### src/tsc_regs.svh
`ifndef TSC_REGS_SVH
`define TSC_REGS_SVH

// Register byte offsets
`define TSC_OFF_CTRL       8'h00
`define TSC_OFF_STATUS     8'h04
`define TSC_OFF_POS        8'h08
`define TSC_OFF_CUE        8'h0C
`define TSC_AXI_AW         8
`define TSC_AXI_DW         32

// CTRL bits, write-only pulses
`define TSC_CTRL_CUE       0
`define TSC_CTRL_SEARCH    1
`define TSC_CTRL_ABORT     2

// STATUS bits
`define TSC_ST_BUSY        0
`define TSC_ST_YIELD       1
`define TSC_ST_PLAY        2
`define TSC_ST_OUTWIN      3
`define TSC_ST_STEP_LO     4
`define TSC_ST_STEP_HI     5
`define TSC_ST_HALVE       6

// AXI responses
`define TSC_RESP_OKAY      2'h0
`define TSC_RESP_SLVERR    2'h2

// Pin vector layout
`define TSC_PIN_W          9
`define TSC_PIN_CUE        0
`define TSC_PIN_SEARCH     1
`define TSC_PIN_HALVE      2
`define TSC_PIN_STOP       3
`define TSC_PIN_PLAY       4
`define TSC_PIN_REW        5
`define TSC_PIN_FFWD       6
`define TSC_PIN_TACH       7
`define TSC_PIN_REV        8

// Position and search window, in tach pulses
`define TSC_POS_W          16
`define TSC_POS_RST        16'h0000
`define TSC_POS_ONE        16'h0001
`define TSC_WIN_SPAN       16'h2000
`define TSC_WIN_HALF       16'h1000
`define TSC_DIST_STEP0     16'h0400
`define TSC_DIST_STEP1     16'h0100
`define TSC_DIST_STEP2     16'h0040

// Shuttle speeds in in/s
`define TSC_SPD_W          9
`define TSC_SPD_390        9'h186
`define TSC_SPD_195        9'h0C3
`define TSC_SPD_97         9'h061
`define TSC_SPD_48         9'h030
`define TSC_SPD_NONE       9'h000
`define TSC_HALF_SHIFT     1

`endif

### src/tsc_pkg.sv
package tsc_pkg;

   typedef enum logic [1:0] {
      TSC_IDLE,
      TSC_RUN,
      TSC_YIELD
   } tsc_state_t;

   typedef enum logic [1:0] {
      TSC_STEP_390,
      TSC_STEP_195,
      TSC_STEP_97,
      TSC_STEP_48
   } tsc_step_t;

endpackage : tsc_pkg

### src/tsc_sync2.sv
`timescale 1ns/1ps

module tsc_sync2 #(
   parameter int WIDTH = 1
) (
   input  wire logic             clk,
   input  wire logic             srst,
   input  wire logic             ce,
   input  wire logic [WIDTH-1:0] d,
   output logic      [WIDTH-1:0] q
);

   logic [WIDTH-1:0] meta_q;

   // First stage feeds only the second stage
   always_ff @(posedge clk) begin
      if (srst) begin
         meta_q <= '0;
         q      <= '0;
      end else if (ce) begin
         meta_q <= d;
         q      <= meta_q;
      end
   end

endmodule : tsc_sync2

### src/tsc_search_ctrl.sv
// Notes on behaviour
// - A search is only run while the cue lies within a window of 8192 tach pulses about it.
// - Nearing the cue the shuttle speed steps down through 390, 195, 97 and 48 in/s.
// - Pressing cue store records the present tape position as the cue target.
// - Pressing search starts driving the transport toward the stored cue.
// - With the rear descent toggle set every descent speed step is halved.
// - Outside a running search all transport control outputs stay released.
// - On arrival with no play exit requested the transport is commanded into stop.
// - A play press any time after search is commanded is latched and gives play on arrival.
// - The latched play exit is cleared when the search ends.
// - A stop press during a search aborts it and hands control back to the operator.
// - Holding rewind or fast forward suspends the search, which resumes on release.
// - Only the tach pulses and steady levels come in; all timing is made internally.
//
// Implementation choices: the register addresses and the AXI4-Lite slave port.
`timescale 1ns/1ps
`include "tsc_regs.svh"

module tsc_search_ctrl (
   input  wire logic                    ref_clk,
   input  wire logic                    srst,
   input  wire logic                    ce,
   input  wire logic                    cueStoreBtn,
   input  wire logic                    searchBtn,
   input  wire logic                    halveSw,
   input  wire logic                    stopBtn,
   input  wire logic                    playBtn,
   input  wire logic                    rewindBtn,
   input  wire logic                    ffwdBtn,
   input  wire logic                    tachPulse,
   input  wire logic                    tapeRev,
   output logic                         ctrlActive,
   output logic                         shuttleFwd,
   output logic                         shuttleRev,
   output logic [`TSC_SPD_W-1:0]        shuttleSpeed,
   output logic                         stopCmd,
   output logic                         playCmd,
   input  wire logic [`TSC_AXI_AW-1:0]  s_axi_awaddr,
   input  wire logic                    s_axi_awvalid,
   output logic                         s_axi_awready,
   input  wire logic [`TSC_AXI_DW-1:0]  s_axi_wdata,
   input  wire logic [3:0]              s_axi_wstrb,
   input  wire logic                    s_axi_wvalid,
   output logic                         s_axi_wready,
   output logic [1:0]                   s_axi_bresp,
   output logic                         s_axi_bvalid,
   input  wire logic                    s_axi_bready,
   input  wire logic [`TSC_AXI_AW-1:0]  s_axi_araddr,
   input  wire logic                    s_axi_arvalid,
   output logic                         s_axi_arready,
   output logic [`TSC_AXI_DW-1:0]       s_axi_rdata,
   output logic [1:0]                   s_axi_rresp,
   output logic                         s_axi_rvalid,
   input  wire logic                    s_axi_rready
);

   // Pin synchronisation and edges
   logic [`TSC_PIN_W-1:0] pinRaw;
   logic [`TSC_PIN_W-1:0] pinSync;
   logic [`TSC_PIN_W-1:0] pinDly_q;
   logic [`TSC_PIN_W-1:0] pinRise;

   assign pinRaw = {tapeRev, tachPulse, ffwdBtn, rewindBtn, playBtn,
                    stopBtn, halveSw, searchBtn, cueStoreBtn};

   // Every input is a level or the tach train; nothing is clocked by the transport
   tsc_sync2 #(
      .WIDTH (`TSC_PIN_W)
   ) uSync (
      .clk  (ref_clk),
      .srst (srst),
      .ce   (ce),
      .d    (pinRaw),
      .q    (pinSync)
   );

   always_ff @(posedge ref_clk) begin
      if (srst) begin
         pinDly_q <= '0;
      end else if (ce) begin
         pinDly_q <= pinSync;
      end
   end

   assign pinRise = pinSync & ~pinDly_q;

   // Speed selection helpers
   function automatic tsc_pkg::tsc_step_t stepOf(input logic [`TSC_POS_W-1:0] m);
      if (m > `TSC_DIST_STEP0) begin
         stepOf = tsc_pkg::TSC_STEP_390;
      end else if (m > `TSC_DIST_STEP1) begin
         stepOf = tsc_pkg::TSC_STEP_195;
      end else if (m > `TSC_DIST_STEP2) begin
         stepOf = tsc_pkg::TSC_STEP_97;
      end else begin
         stepOf = tsc_pkg::TSC_STEP_48;
      end
   endfunction : stepOf

   function automatic logic [`TSC_SPD_W-1:0] speedOf(input tsc_pkg::tsc_step_t s,
                                                      input logic half);
      logic [`TSC_SPD_W-1:0] v;
      v = `TSC_SPD_48;
      case (s)
         tsc_pkg::TSC_STEP_390: v = `TSC_SPD_390;
         tsc_pkg::TSC_STEP_195: v = `TSC_SPD_195;
         tsc_pkg::TSC_STEP_97:  v = `TSC_SPD_97;
         default:               v = `TSC_SPD_48;
      endcase
      speedOf = half ? (v >> `TSC_HALF_SHIFT) : v;
   endfunction : speedOf

   // Position tracking
   logic [`TSC_POS_W-1:0] pos_q;
   logic [`TSC_POS_W-1:0] pos_d;
   logic [`TSC_POS_W-1:0] cue_q;
   logic [`TSC_POS_W-1:0] cue_d;
   logic [`TSC_POS_W-1:0] diff;
   logic [`TSC_POS_W-1:0] mag;
   logic                  diffNeg;
   logic                  outWin;
   logic                  arrived;
   tsc_pkg::tsc_step_t    step;

   assign pos_d = pinSync[`TSC_PIN_REV] ? pos_q - `TSC_POS_ONE
                                        : pos_q + `TSC_POS_ONE;

   // Wrapping difference; the window keeps it far from the wrap point
   assign diff    = cue_q - pos_q;
   assign diffNeg = diff[`TSC_POS_W-1];
   assign mag     = diffNeg ? (~diff + `TSC_POS_ONE) : diff;
   assign outWin  = mag > `TSC_WIN_HALF;
   assign arrived = diff == `TSC_POS_RST;
   assign step    = stepOf(mag);

   // Software and pin requests
   logic                  wrFire;
   logic                  wrCtrl;
   logic                  wrStatus;
   logic                  wrCue;
   logic [`TSC_AXI_AW-1:0] awAddr_q;
   logic [`TSC_AXI_DW-1:0] wData_q;
   logic [3:0]            wStrb_q;
   logic                  swCue;
   logic                  swSearch;
   logic                  swAbort;
   logic                  cueReq;
   logic                  startReq;
   logic                  abortReq;
   logic                  yieldHeld;

   assign swCue     = wrCtrl & wStrb_q[0] & wData_q[`TSC_CTRL_CUE];
   assign swSearch  = wrCtrl & wStrb_q[0] & wData_q[`TSC_CTRL_SEARCH];
   assign swAbort   = wrCtrl & wStrb_q[0] & wData_q[`TSC_CTRL_ABORT];
   assign cueReq    = pinRise[`TSC_PIN_CUE] | swCue;
   assign startReq  = pinRise[`TSC_PIN_SEARCH] | swSearch;
   assign abortReq  = pinRise[`TSC_PIN_STOP] | swAbort;
   assign yieldHeld = pinSync[`TSC_PIN_REW] | pinSync[`TSC_PIN_FFWD];

   // Search sequencer
   tsc_pkg::tsc_state_t state_q;
   tsc_pkg::tsc_state_t state_d;
   logic                finish;
   logic                refuse;

   always_comb begin
      state_d = state_q;
      finish  = 1'b0;
      refuse  = 1'b0;
      case (state_q)
         tsc_pkg::TSC_IDLE: begin
            if (startReq) begin
               if (outWin) begin
                  refuse = 1'b1;
               end else if (arrived) begin
                  finish = 1'b1;
               end else begin
                  // Held transport button at start: begin yielded, no drive until release
                  state_d = yieldHeld ? tsc_pkg::TSC_YIELD : tsc_pkg::TSC_RUN;
               end
            end
         end
         tsc_pkg::TSC_RUN: begin
            if (abortReq) begin
               state_d = tsc_pkg::TSC_IDLE;
            end else if (arrived) begin
               finish  = 1'b1;
               state_d = tsc_pkg::TSC_IDLE;
            end else if (outWin) begin
               refuse  = 1'b1;
               state_d = tsc_pkg::TSC_IDLE;
            end else if (yieldHeld) begin
               state_d = tsc_pkg::TSC_YIELD;
            end
         end
         tsc_pkg::TSC_YIELD: begin
            if (abortReq) begin
               state_d = tsc_pkg::TSC_IDLE;
            end else if (!yieldHeld) begin
               state_d = tsc_pkg::TSC_RUN;
            end
         end
         default: begin
            state_d = tsc_pkg::TSC_IDLE;
         end
      endcase
   end

   // Play exit latch; a press that lands on the arrival edge is used at once
   logic busy;
   logic playSet;
   logic playExit;
   logic searchEnds;
   logic playLat_q;
   logic playLat_d;
   logic outWin_q;
   logic outWin_d;

   assign busy       = state_q != tsc_pkg::TSC_IDLE;
   assign playSet    = pinRise[`TSC_PIN_PLAY] & (busy | startReq);
   assign playExit   = playLat_q | playSet;
   assign searchEnds = (busy | startReq) & (state_d == tsc_pkg::TSC_IDLE);
   assign playLat_d  = searchEnds ? 1'b0 : (playLat_q | playSet);
   assign outWin_d   = refuse | (outWin_q & ~(wrStatus & wStrb_q[0]
                                             & wData_q[`TSC_ST_OUTWIN]));

   // Transport drive; released unless running
   logic                  drive;
   logic                  ctrlActive_d;
   logic                  shuttleFwd_d;
   logic                  shuttleRev_d;
   logic [`TSC_SPD_W-1:0] shuttleSpeed_d;
   logic                  stopCmd_d;
   logic                  playCmd_d;

   assign drive          = state_d == tsc_pkg::TSC_RUN;
   assign ctrlActive_d   = drive | finish;
   assign shuttleFwd_d   = drive & ~diffNeg;
   assign shuttleRev_d   = drive & diffNeg;
   assign shuttleSpeed_d = drive ? speedOf(step, pinSync[`TSC_PIN_HALVE])
                                 : `TSC_SPD_NONE;
   assign stopCmd_d      = finish & ~playExit;
   assign playCmd_d      = finish & playExit;

   assign cue_d = wrCue ? {wStrb_q[1] ? wData_q[15:8] : cue_q[15:8],
                           wStrb_q[0] ? wData_q[7:0]  : cue_q[7:0]}
                        : pos_q;

   always_ff @(posedge ref_clk) begin
      if (srst) begin
         state_q   <= tsc_pkg::TSC_IDLE;
         pos_q     <= `TSC_POS_RST;
         cue_q     <= `TSC_POS_RST;
         playLat_q <= 1'b0;
         outWin_q  <= 1'b0;
      end else if (ce) begin
         state_q   <= state_d;
         playLat_q <= playLat_d;
         outWin_q  <= outWin_d;
         if (pinRise[`TSC_PIN_TACH]) begin
            pos_q <= pos_d;
         end
         if (cueReq | wrCue) begin
            cue_q <= cue_d;
         end
      end
   end

   always_ff @(posedge ref_clk) begin
      if (srst) begin
         ctrlActive   <= 1'b0;
         shuttleFwd   <= 1'b0;
         shuttleRev   <= 1'b0;
         shuttleSpeed <= `TSC_SPD_NONE;
         stopCmd      <= 1'b0;
         playCmd      <= 1'b0;
      end else if (ce) begin
         ctrlActive   <= ctrlActive_d;
         shuttleFwd   <= shuttleFwd_d;
         shuttleRev   <= shuttleRev_d;
         shuttleSpeed <= shuttleSpeed_d;
         stopCmd      <= stopCmd_d;
         playCmd      <= playCmd_d;
      end
   end

   // AXI4-Lite write path: address and data held apart, then joined
   logic awHeld_q;
   logic wHeld_q;
   logic awTake;
   logic wTake;
   logic awHeld_d;
   logic wHeld_d;
   logic bvalid_d;
   logic wrHit;

   assign awTake   = s_axi_awvalid & s_axi_awready;
   assign wTake    = s_axi_wvalid & s_axi_wready;
   assign wrFire   = awHeld_q & wHeld_q & ~s_axi_bvalid;
   assign wrCtrl   = wrFire & (awAddr_q == `TSC_OFF_CTRL);
   assign wrStatus = wrFire & (awAddr_q == `TSC_OFF_STATUS);
   assign wrCue    = wrFire & (awAddr_q == `TSC_OFF_CUE);
   assign wrHit    = wrCtrl | wrStatus | wrCue | (awAddr_q == `TSC_OFF_POS);
   assign awHeld_d = (awHeld_q & ~wrFire) | awTake;
   assign wHeld_d  = (wHeld_q & ~wrFire) | wTake;
   assign bvalid_d = wrFire | (s_axi_bvalid & ~s_axi_bready);

   always_ff @(posedge ref_clk) begin
      if (srst) begin
         awHeld_q      <= 1'b0;
         wHeld_q       <= 1'b0;
         awAddr_q      <= '0;
         wData_q       <= '0;
         wStrb_q       <= '0;
         s_axi_awready <= 1'b0;
         s_axi_wready  <= 1'b0;
         s_axi_bvalid  <= 1'b0;
         s_axi_bresp   <= `TSC_RESP_OKAY;
      end else if (ce) begin
         awHeld_q      <= awHeld_d;
         wHeld_q       <= wHeld_d;
         s_axi_awready <= ~awHeld_d & ~bvalid_d;
         s_axi_wready  <= ~wHeld_d & ~bvalid_d;
         s_axi_bvalid  <= bvalid_d;
         if (awTake) begin
            awAddr_q <= s_axi_awaddr;
         end
         if (wTake) begin
            wData_q <= s_axi_wdata;
            wStrb_q <= s_axi_wstrb;
         end
         if (wrFire) begin
            s_axi_bresp <= wrHit ? `TSC_RESP_OKAY : `TSC_RESP_SLVERR;
         end
      end
   end

   // AXI4-Lite read path, one cycle from address to data
   logic                   arTake;
   logic                   rdHit;
   logic [`TSC_AXI_DW-1:0] rdMux;
   logic [`TSC_AXI_DW-1:0] statusWord;

   assign arTake     = s_axi_arvalid & s_axi_arready;
   assign statusWord = {25'h0000000, pinSync[`TSC_PIN_HALVE], step,
                        outWin_q, playLat_q, state_q == tsc_pkg::TSC_YIELD, busy};
   assign rdHit      = (s_axi_araddr == `TSC_OFF_CTRL) | (s_axi_araddr == `TSC_OFF_STATUS)
                     | (s_axi_araddr == `TSC_OFF_POS) | (s_axi_araddr == `TSC_OFF_CUE);
   assign rdMux      = (s_axi_araddr == `TSC_OFF_STATUS) ? statusWord
                     : (s_axi_araddr == `TSC_OFF_POS)    ? {16'h0000, pos_q}
                     : (s_axi_araddr == `TSC_OFF_CUE)    ? {16'h0000, cue_q}
                     : 32'h00000000;

   always_ff @(posedge ref_clk) begin
      if (srst) begin
         s_axi_arready <= 1'b0;
         s_axi_rvalid  <= 1'b0;
         s_axi_rdata   <= '0;
         s_axi_rresp   <= `TSC_RESP_OKAY;
      end else if (ce) begin
         if (arTake) begin
            s_axi_rvalid  <= 1'b1;
            s_axi_arready <= 1'b0;
            s_axi_rdata   <= rdMux;
            s_axi_rresp   <= rdHit ? `TSC_RESP_OKAY : `TSC_RESP_SLVERR;
         end else if (s_axi_rvalid & s_axi_rready) begin
            s_axi_rvalid  <= 1'b0;
            s_axi_arready <= 1'b1;
         end else if (!s_axi_rvalid) begin
            s_axi_arready <= 1'b1;
         end
      end
   end

endmodule : tsc_search_ctrl

### config.mk
export PLATFORM = sky130hd
export DESIGN_NAME = tsc_search_ctrl
export DESIGN_NICKNAME = d
export VERILOG_FILES = /design/src/tsc_pkg.sv /design/src/tsc_sync2.sv /design/src/tsc_search_ctrl.sv
export VERILOG_INCLUDE_DIRS = /design/src
export SDC_FILE = /design/constraint.sdc
export NUM_CORES = 1
export LEC_CHECK = 0
export BUFFER_PORTS_ARGS = -buffer_cell sky130_fd_sc_hd__buf_4
export CAP_MARGIN = 20
export CORE_MARGIN = 4
export CORE_UTILIZATION = 35
export DETAILED_ROUTE_END_ITERATION = 10
export PLACE_DENSITY_LB_ADDON = 0.2
export SYNTH_ARGS = -nofsm -noshare
export SYNTH_HDL_FRONTEND = slang
export SYNTH_HIERARCHICAL = 1
export SYNTH_SLANG_ARGS = --single-unit
export TNS_END_PERCENT = 50
### constraint.sdc
create_clock -name ref_clk -period 8.7 [get_ports ref_clk]
set_clock_uncertainty 0.05 [all_clocks]
set_input_delay 0.435 -clock ref_clk [delete_from_list [all_inputs] [get_ports ref_clk]]
set_output_delay 0.435 -clock ref_clk [all_outputs]
set_load 0.01 [all_outputs]
# == After elaboration in Yosys (flattened, before gate mapping) ==
# Cells that the tools add are included.
# Widths: inputs -> output; s select.
# word_totals
ff_bits,145
in_bits,69
# op_classes
addsub,4
n_lt_le_gt_ge,4
eq_ne,14
n_mux,43
n_bitwise,57
reduce_logical,17
# ops
cell,count
$mux 16,6
$add 16x1->16 const B,2
$eq 8x4->1 const B,4
$mux 2,14
$and 1x1->1,27
$pmux 9 s3,1
$mux 9,2
$or 1x1->1,18
$eq 8x3->1 const B,2
$gt 16x11->1 const B,1
$gt 16x13->1 const B,1
$gt 16x7->1 const B,1
$gt 16x9->1 const B,1
$logic_not 16->1,1
$logic_not 8->1,2
$mux 8,2
$not 16->16,1
$sub 16x1->16 const B,1
$sub 16x16->16,1
$mux 1,15
$reduce_and 2->1,7
$not 1->1,9
$and 8x8->8,1
$not 8->8,1
9 further kinds,18

# == Logic depth before layout (Yosys ltp) ==
# depth
ltp_word,12
mapped_depth,20
ltp_nobuf,19

# == Cells and area by module ==
# The synthesis kept the hierarchy.
# modules_own_cells
mod,n_inst,cells_per_inst,area_each_um2,seq_area_each_um2
tsc_search_ctrl,1,855,6565.0,2062.0
tsc_sync2,1,58,649.4,360.3

# == Worst setup path before layout ==
# Ideal clock, no wire load.
# synth_path
kind,flip-flop to flip-flop
from,register pos_q[0]
to,register shuttleSpeed[5]
setup_time_ps,131
arrival_time_ps,3869
t_required_ps,8519
slack_ps,4650
path_stages_with_launch,20
cell_sequence,dfxtp_1 ha_1 inv_1 fa_1 a211oi_2 nor2_1 xor2_1 nor4b_1 and2_0 clkbuf_1 nor3_1 o211ai_1 a31oi_1 o211ai_2 o21a_1 o21ai_0 ha_1 nand2_1 o21a_1 o21ai_1
# synth_via
elab_chain_cells,12
elab_cells_between_ends,26
classes_between,2 x add/sub; 4 x order compare; 3 x eq/ne; 14 x mux; 1 x bitwise; 2 x reduce/logical
# synth_rtl
item,line_no,text
"start, declared",tsc_search_ctrl.sv:114,logic [`TSC_POS_W-1:0] pos_q;
"start signal, assigned",tsc_search_ctrl.sv:252,pos_q <= `TSC_POS_RST;
"start signal, assigned",tsc_search_ctrl.sv:261,pos_q <= pos_d;
$sub 16x16->16 *,tsc_search_ctrl.sv:129,assign diff = cue_q - pos_q;
$not 16->16,tsc_search_ctrl.sv:131,assign mag = diffNeg ? (~diff + `TSC_POS_ONE) : diff;
$add 16x1->16 (no line),-,
$mux 16,tsc_search_ctrl.sv:131,
$gt 16x7->1 (no line),-,
$mux 1,tsc_search_ctrl.sv:93,end else if (m > `TSC_DIST_STEP2) begin
$mux 2,tsc_search_ctrl.sv:91,end else if (m > `TSC_DIST_STEP1) begin
$mux 2,tsc_search_ctrl.sv:89,if (m > `TSC_DIST_STEP0) begin
$eq 2x2->1 (tied with other cells),tsc_search_ctrl.sv:104,case (s)
$pmux 9 s3,tsc_search_ctrl.sv:104,
$mux 9,tsc_search_ctrl.sv:110,speedOf = half ? (v >> `TSC_HALF_SHIFT) : v;
$mux 9 (no line) *,-,
"end signal, assigned",tsc_search_ctrl.sv:274,shuttleSpeed <= `TSC_SPD_NONE;
"end signal, assigned",tsc_search_ctrl.sv:281,shuttleSpeed <= shuttleSpeed_d;
"end, declared",tsc_search_ctrl.sv:35,"output logic [`TSC_SPD_W-1:0] shuttleSpeed,"
# Mark *: on every way between the ends. The rest lies on a longest branch, timed or not.
# A chain may end at the register's enable or synchronous reset.

# == Final worst setup path ==
# Same ends and word-level chain as after synthesis.

==> summary.txt <==
Logic synthesis
  – Synth Register Bits: about 120
  – Syn Inst Count: 913
  – Largest area contributor in the netlist: dfxtp_1
  – Cell Area, Synth: 7210 um2
  – Seq/Total Area, Yosys: 0.336
  – Synth top area share: 0.336
  – Ys Warns: 6
  – Ys flop type: dfxtp_1
  – Syn avg cell area: 7.90 um2
  – Synth unique cells: 77
  – Synth area leaders: dfxtp_1 (34%), nand2_1 (6.9%), mux2i_1 (6.5%)
  – Asr flop ratio synth: 0
  – Post-synth EDFFs: 0

Power and ir drop
  – Peak supply drop: between 0.1 and 0.15 mV
  – Cell leakage power: 0.00355 uW
  – Pwr per Cell Area: 188 nW/um2

Critical path
  – Worst path arrival time: roughly 5 ns
  – Reg2reg start: pos_q[0]$_SDFFE_PP0P_
  – Cell breakdown of the critical path: ha_1 > inv_1 > fa_1 > a211oi_2 > nor2_1 > xor2_1 > nor4b_1 > and2_0 > nor3_1 > o211ai_1 > a31oi_1 > o211ai_2 > o21a_1 > o21ai_0 > ha_1 > nand2_1 > o21a_1 > o21ai_1
  – CP max stage delay: ~0.63 ns
  – Worst-path maximum fanout: 9
  – CP startpoint: pos_q[0]$_SDFFE_PP0P_
  – Bufs and invs on worst path: 1
  – CP startpoint kind: flop
  – CP max-delay cell: nor4b_1
  – Worst Path Class, Setup: reg -> reg
  – WP data required: roughly 8.9 ns
  – CP top delay family: compound AO/OA/AOI/OAI gates
  – Critical path capture point type: flop

Clocking
  – Clock tree sinks: 121
  – CTS Buffer Depth: 2
  – Clk_lat worst skew: between 0.4 and 0.5 ns
  – Root Buffer: clkbuf_16
  – TritonCTS clock tree: done
  – CTS H-tree depth: 4
  – TritonCTS Buffers: 17
  – Worst-path clk slew: 0.06 ns
  – Post-CTS sizing: 0
  – Setup Buffers After CTS: 0
  – Cts hold-fix bufs: 0

Timing
  – FMAX: 209 MHz
  – Setup violations, final: 0
  – RSZ-0062 raised after global routing: no
  – Setup TNS Final: 0 ns
  – Final hold vios: 0
  – Shortest period the worst path allows: approximately 4.8 ns
  – Slew Viols, Final: 0
  – Fin worst setup slack: 3.92 ns
  – Rel. slew slack: 0.382
  – Worst slew pin tran: 0.925 ns
  – Fin Hold WS: 0.201 ns
  – Period utilization: 0.549

Floorplan
  – # rows: 52
  – Core ar.: 20200 um2
  – Io pins: 124
  – Starting Density: 0.357
  – Die X: 152 um
  – Die extent in y: 152 um
  – Die area: 23000 um2

Drt
  – Remaining DRCs: 0
  – Via density: ~5.2
  – Via count: 6588
  – DR pass1 iterations: 4
  – DRT iter0 DRCs: 342
  – Final ANT Viol Nets: 0
  – DRT Wirelength: 19900 um
  – Drt wl/cell: between 15 and 20 um

Global route
  – Vias in the first global route: 6073
  – First-pass GRT wire length: 31800 um
  – Largest net degree at the start of global routing: a little under 90
  – GRT overflow: 0
  – Initial antenna violation count: 0
  – Overall routing resource usage: 0.175

Cells and area
  – Layout area overhead: 18.9%
  – Fin nets: approximately 1100
  – Most frequent cells in the layout: nand2_1 (133), dfxtp_1 (121), nor2_1 (98)
  – Layout cells sized above 1: 0.137
  – Antenna cells: 0
  – Post-route insts no fill: 1267
  – Most common cell after layout, fill and taps aside: nand2_1

Placed design
  – Placed cells: 1234
  – DP Worst Slack: 3.98 ns
  – Post-DP HPWL: 14600 um
  – I/O Buffers: 87
  – Routability cong.: 0.913

Hold path
  – Min-delay src: tapeRev
  – Hold Crit Class: in -> reg

Status
  – Status: completed

Flow run
  – Max Cap Viol: 0
-- Yosys cell counts (all sizes together) (12+ instances only) --
master    n
nand2   133
dfxtp   121
nor2     98
a21oi    88
o21ai    50
mux2i    47
inv      35
ha       32
a211oi   31
clkbuf   30
buf      28
nor3     22
nand3    18
nor2b    16
xnor2    16
and3     12
-- final timing paths --
check,to,cells after the start,slack (ns)
worst max-delay path,shuttleSpeed[5]$_SDFFE_PP0P_,18,3.92
worst max register to register,shuttleSpeed[5]$_SDFFE_PP0P_,18,3.92
worst min register to register,s_axi_rdata[1]$_SDFFE_PP0P_,2,0.39
worst min-delay path,uSync/meta_q[8]$_SDFFE_PP0P_,3,0.20
-- worst min-delay path, cell delays in order --
cell     delay (ns)
buf_4          0.08
mux2i_1        0.05
nor2_1         0.07
-- stage by stage --
step / power (uW) / utilization / area [um2]
2_1_floorplan: 833 / - / 7280
3_3_place_gp: 909 / 0.394 / 7980
3_5_place_dp: 910 / 0.394 / 7980
4_1_cts: 1620 / 0.424 / 8570
5_1_grt: 1690 / 0.424 / 8580
6_report: 1610 / 0.424 / 8580
-- where the power goes --
group          leakage (uW)  switching (uW)  internal, uW
clock network      0.000283             283           427
registers          0.000980            11.5           567
logic               0.00229             195           128
total               0.00355             490          1120
-- registers in the layout (all words and copies together), names as in the netlist, 2 cells and up --
signal        flops
awAddr_q          8
pos_q            16
state_q           2
pinDly_q          5
cue_q            16
uSync/meta_q      9
wData_q          16
uSync/q           9
s_axi_rdata      16
wStrb_q           2
shuttleSpeed      6
-- layer usage --
| layer | GRT usage | share of wire |
|---|---|---|
| met5 | 0 | 0 |
| met4 | 0.0539 | 0.017 |
| met3 | 0.0342 | 0.046 |
| met2 | 0.267 | 0.44 |
| met1 | 0.250 | 0.50 |
-- kinds of logic (layout without fill, tap and decap cells) --
| logic type | count (synthesis) | count (layout) | share of synthesized area |
|---|---|---|---|
| buffers and inverters | 93 | 160 | 0.0633 |
| adders and majority gates | 34 | 34 | 0.0610 |
| DFF | 121 | 121 | 0.336 |
| xor gates and xnor gates | 22 | 22 | 0.0267 |
| and+or+nand+nor | 340 | 340 | 0.213 |
| other | 1 | 18 | 0.000520 |
| AOI/OAI and AO/OA | 254 | 254 | 0.233 |
| muxes | 48 | 48 | 0.0668 |
-- final cells by class --
class	instances	area, um2
Fill cell	2106	11700
Multi-Input combinational cell	716	4400
Sequential cell	121	2420
Timing Repair Buffer	93	698
Clock buffer	17	425
Tap cell	270	338
Clock inverter	15	165
Inverter	35	131
Note: power is estimated with default switching activity, not from simulation.
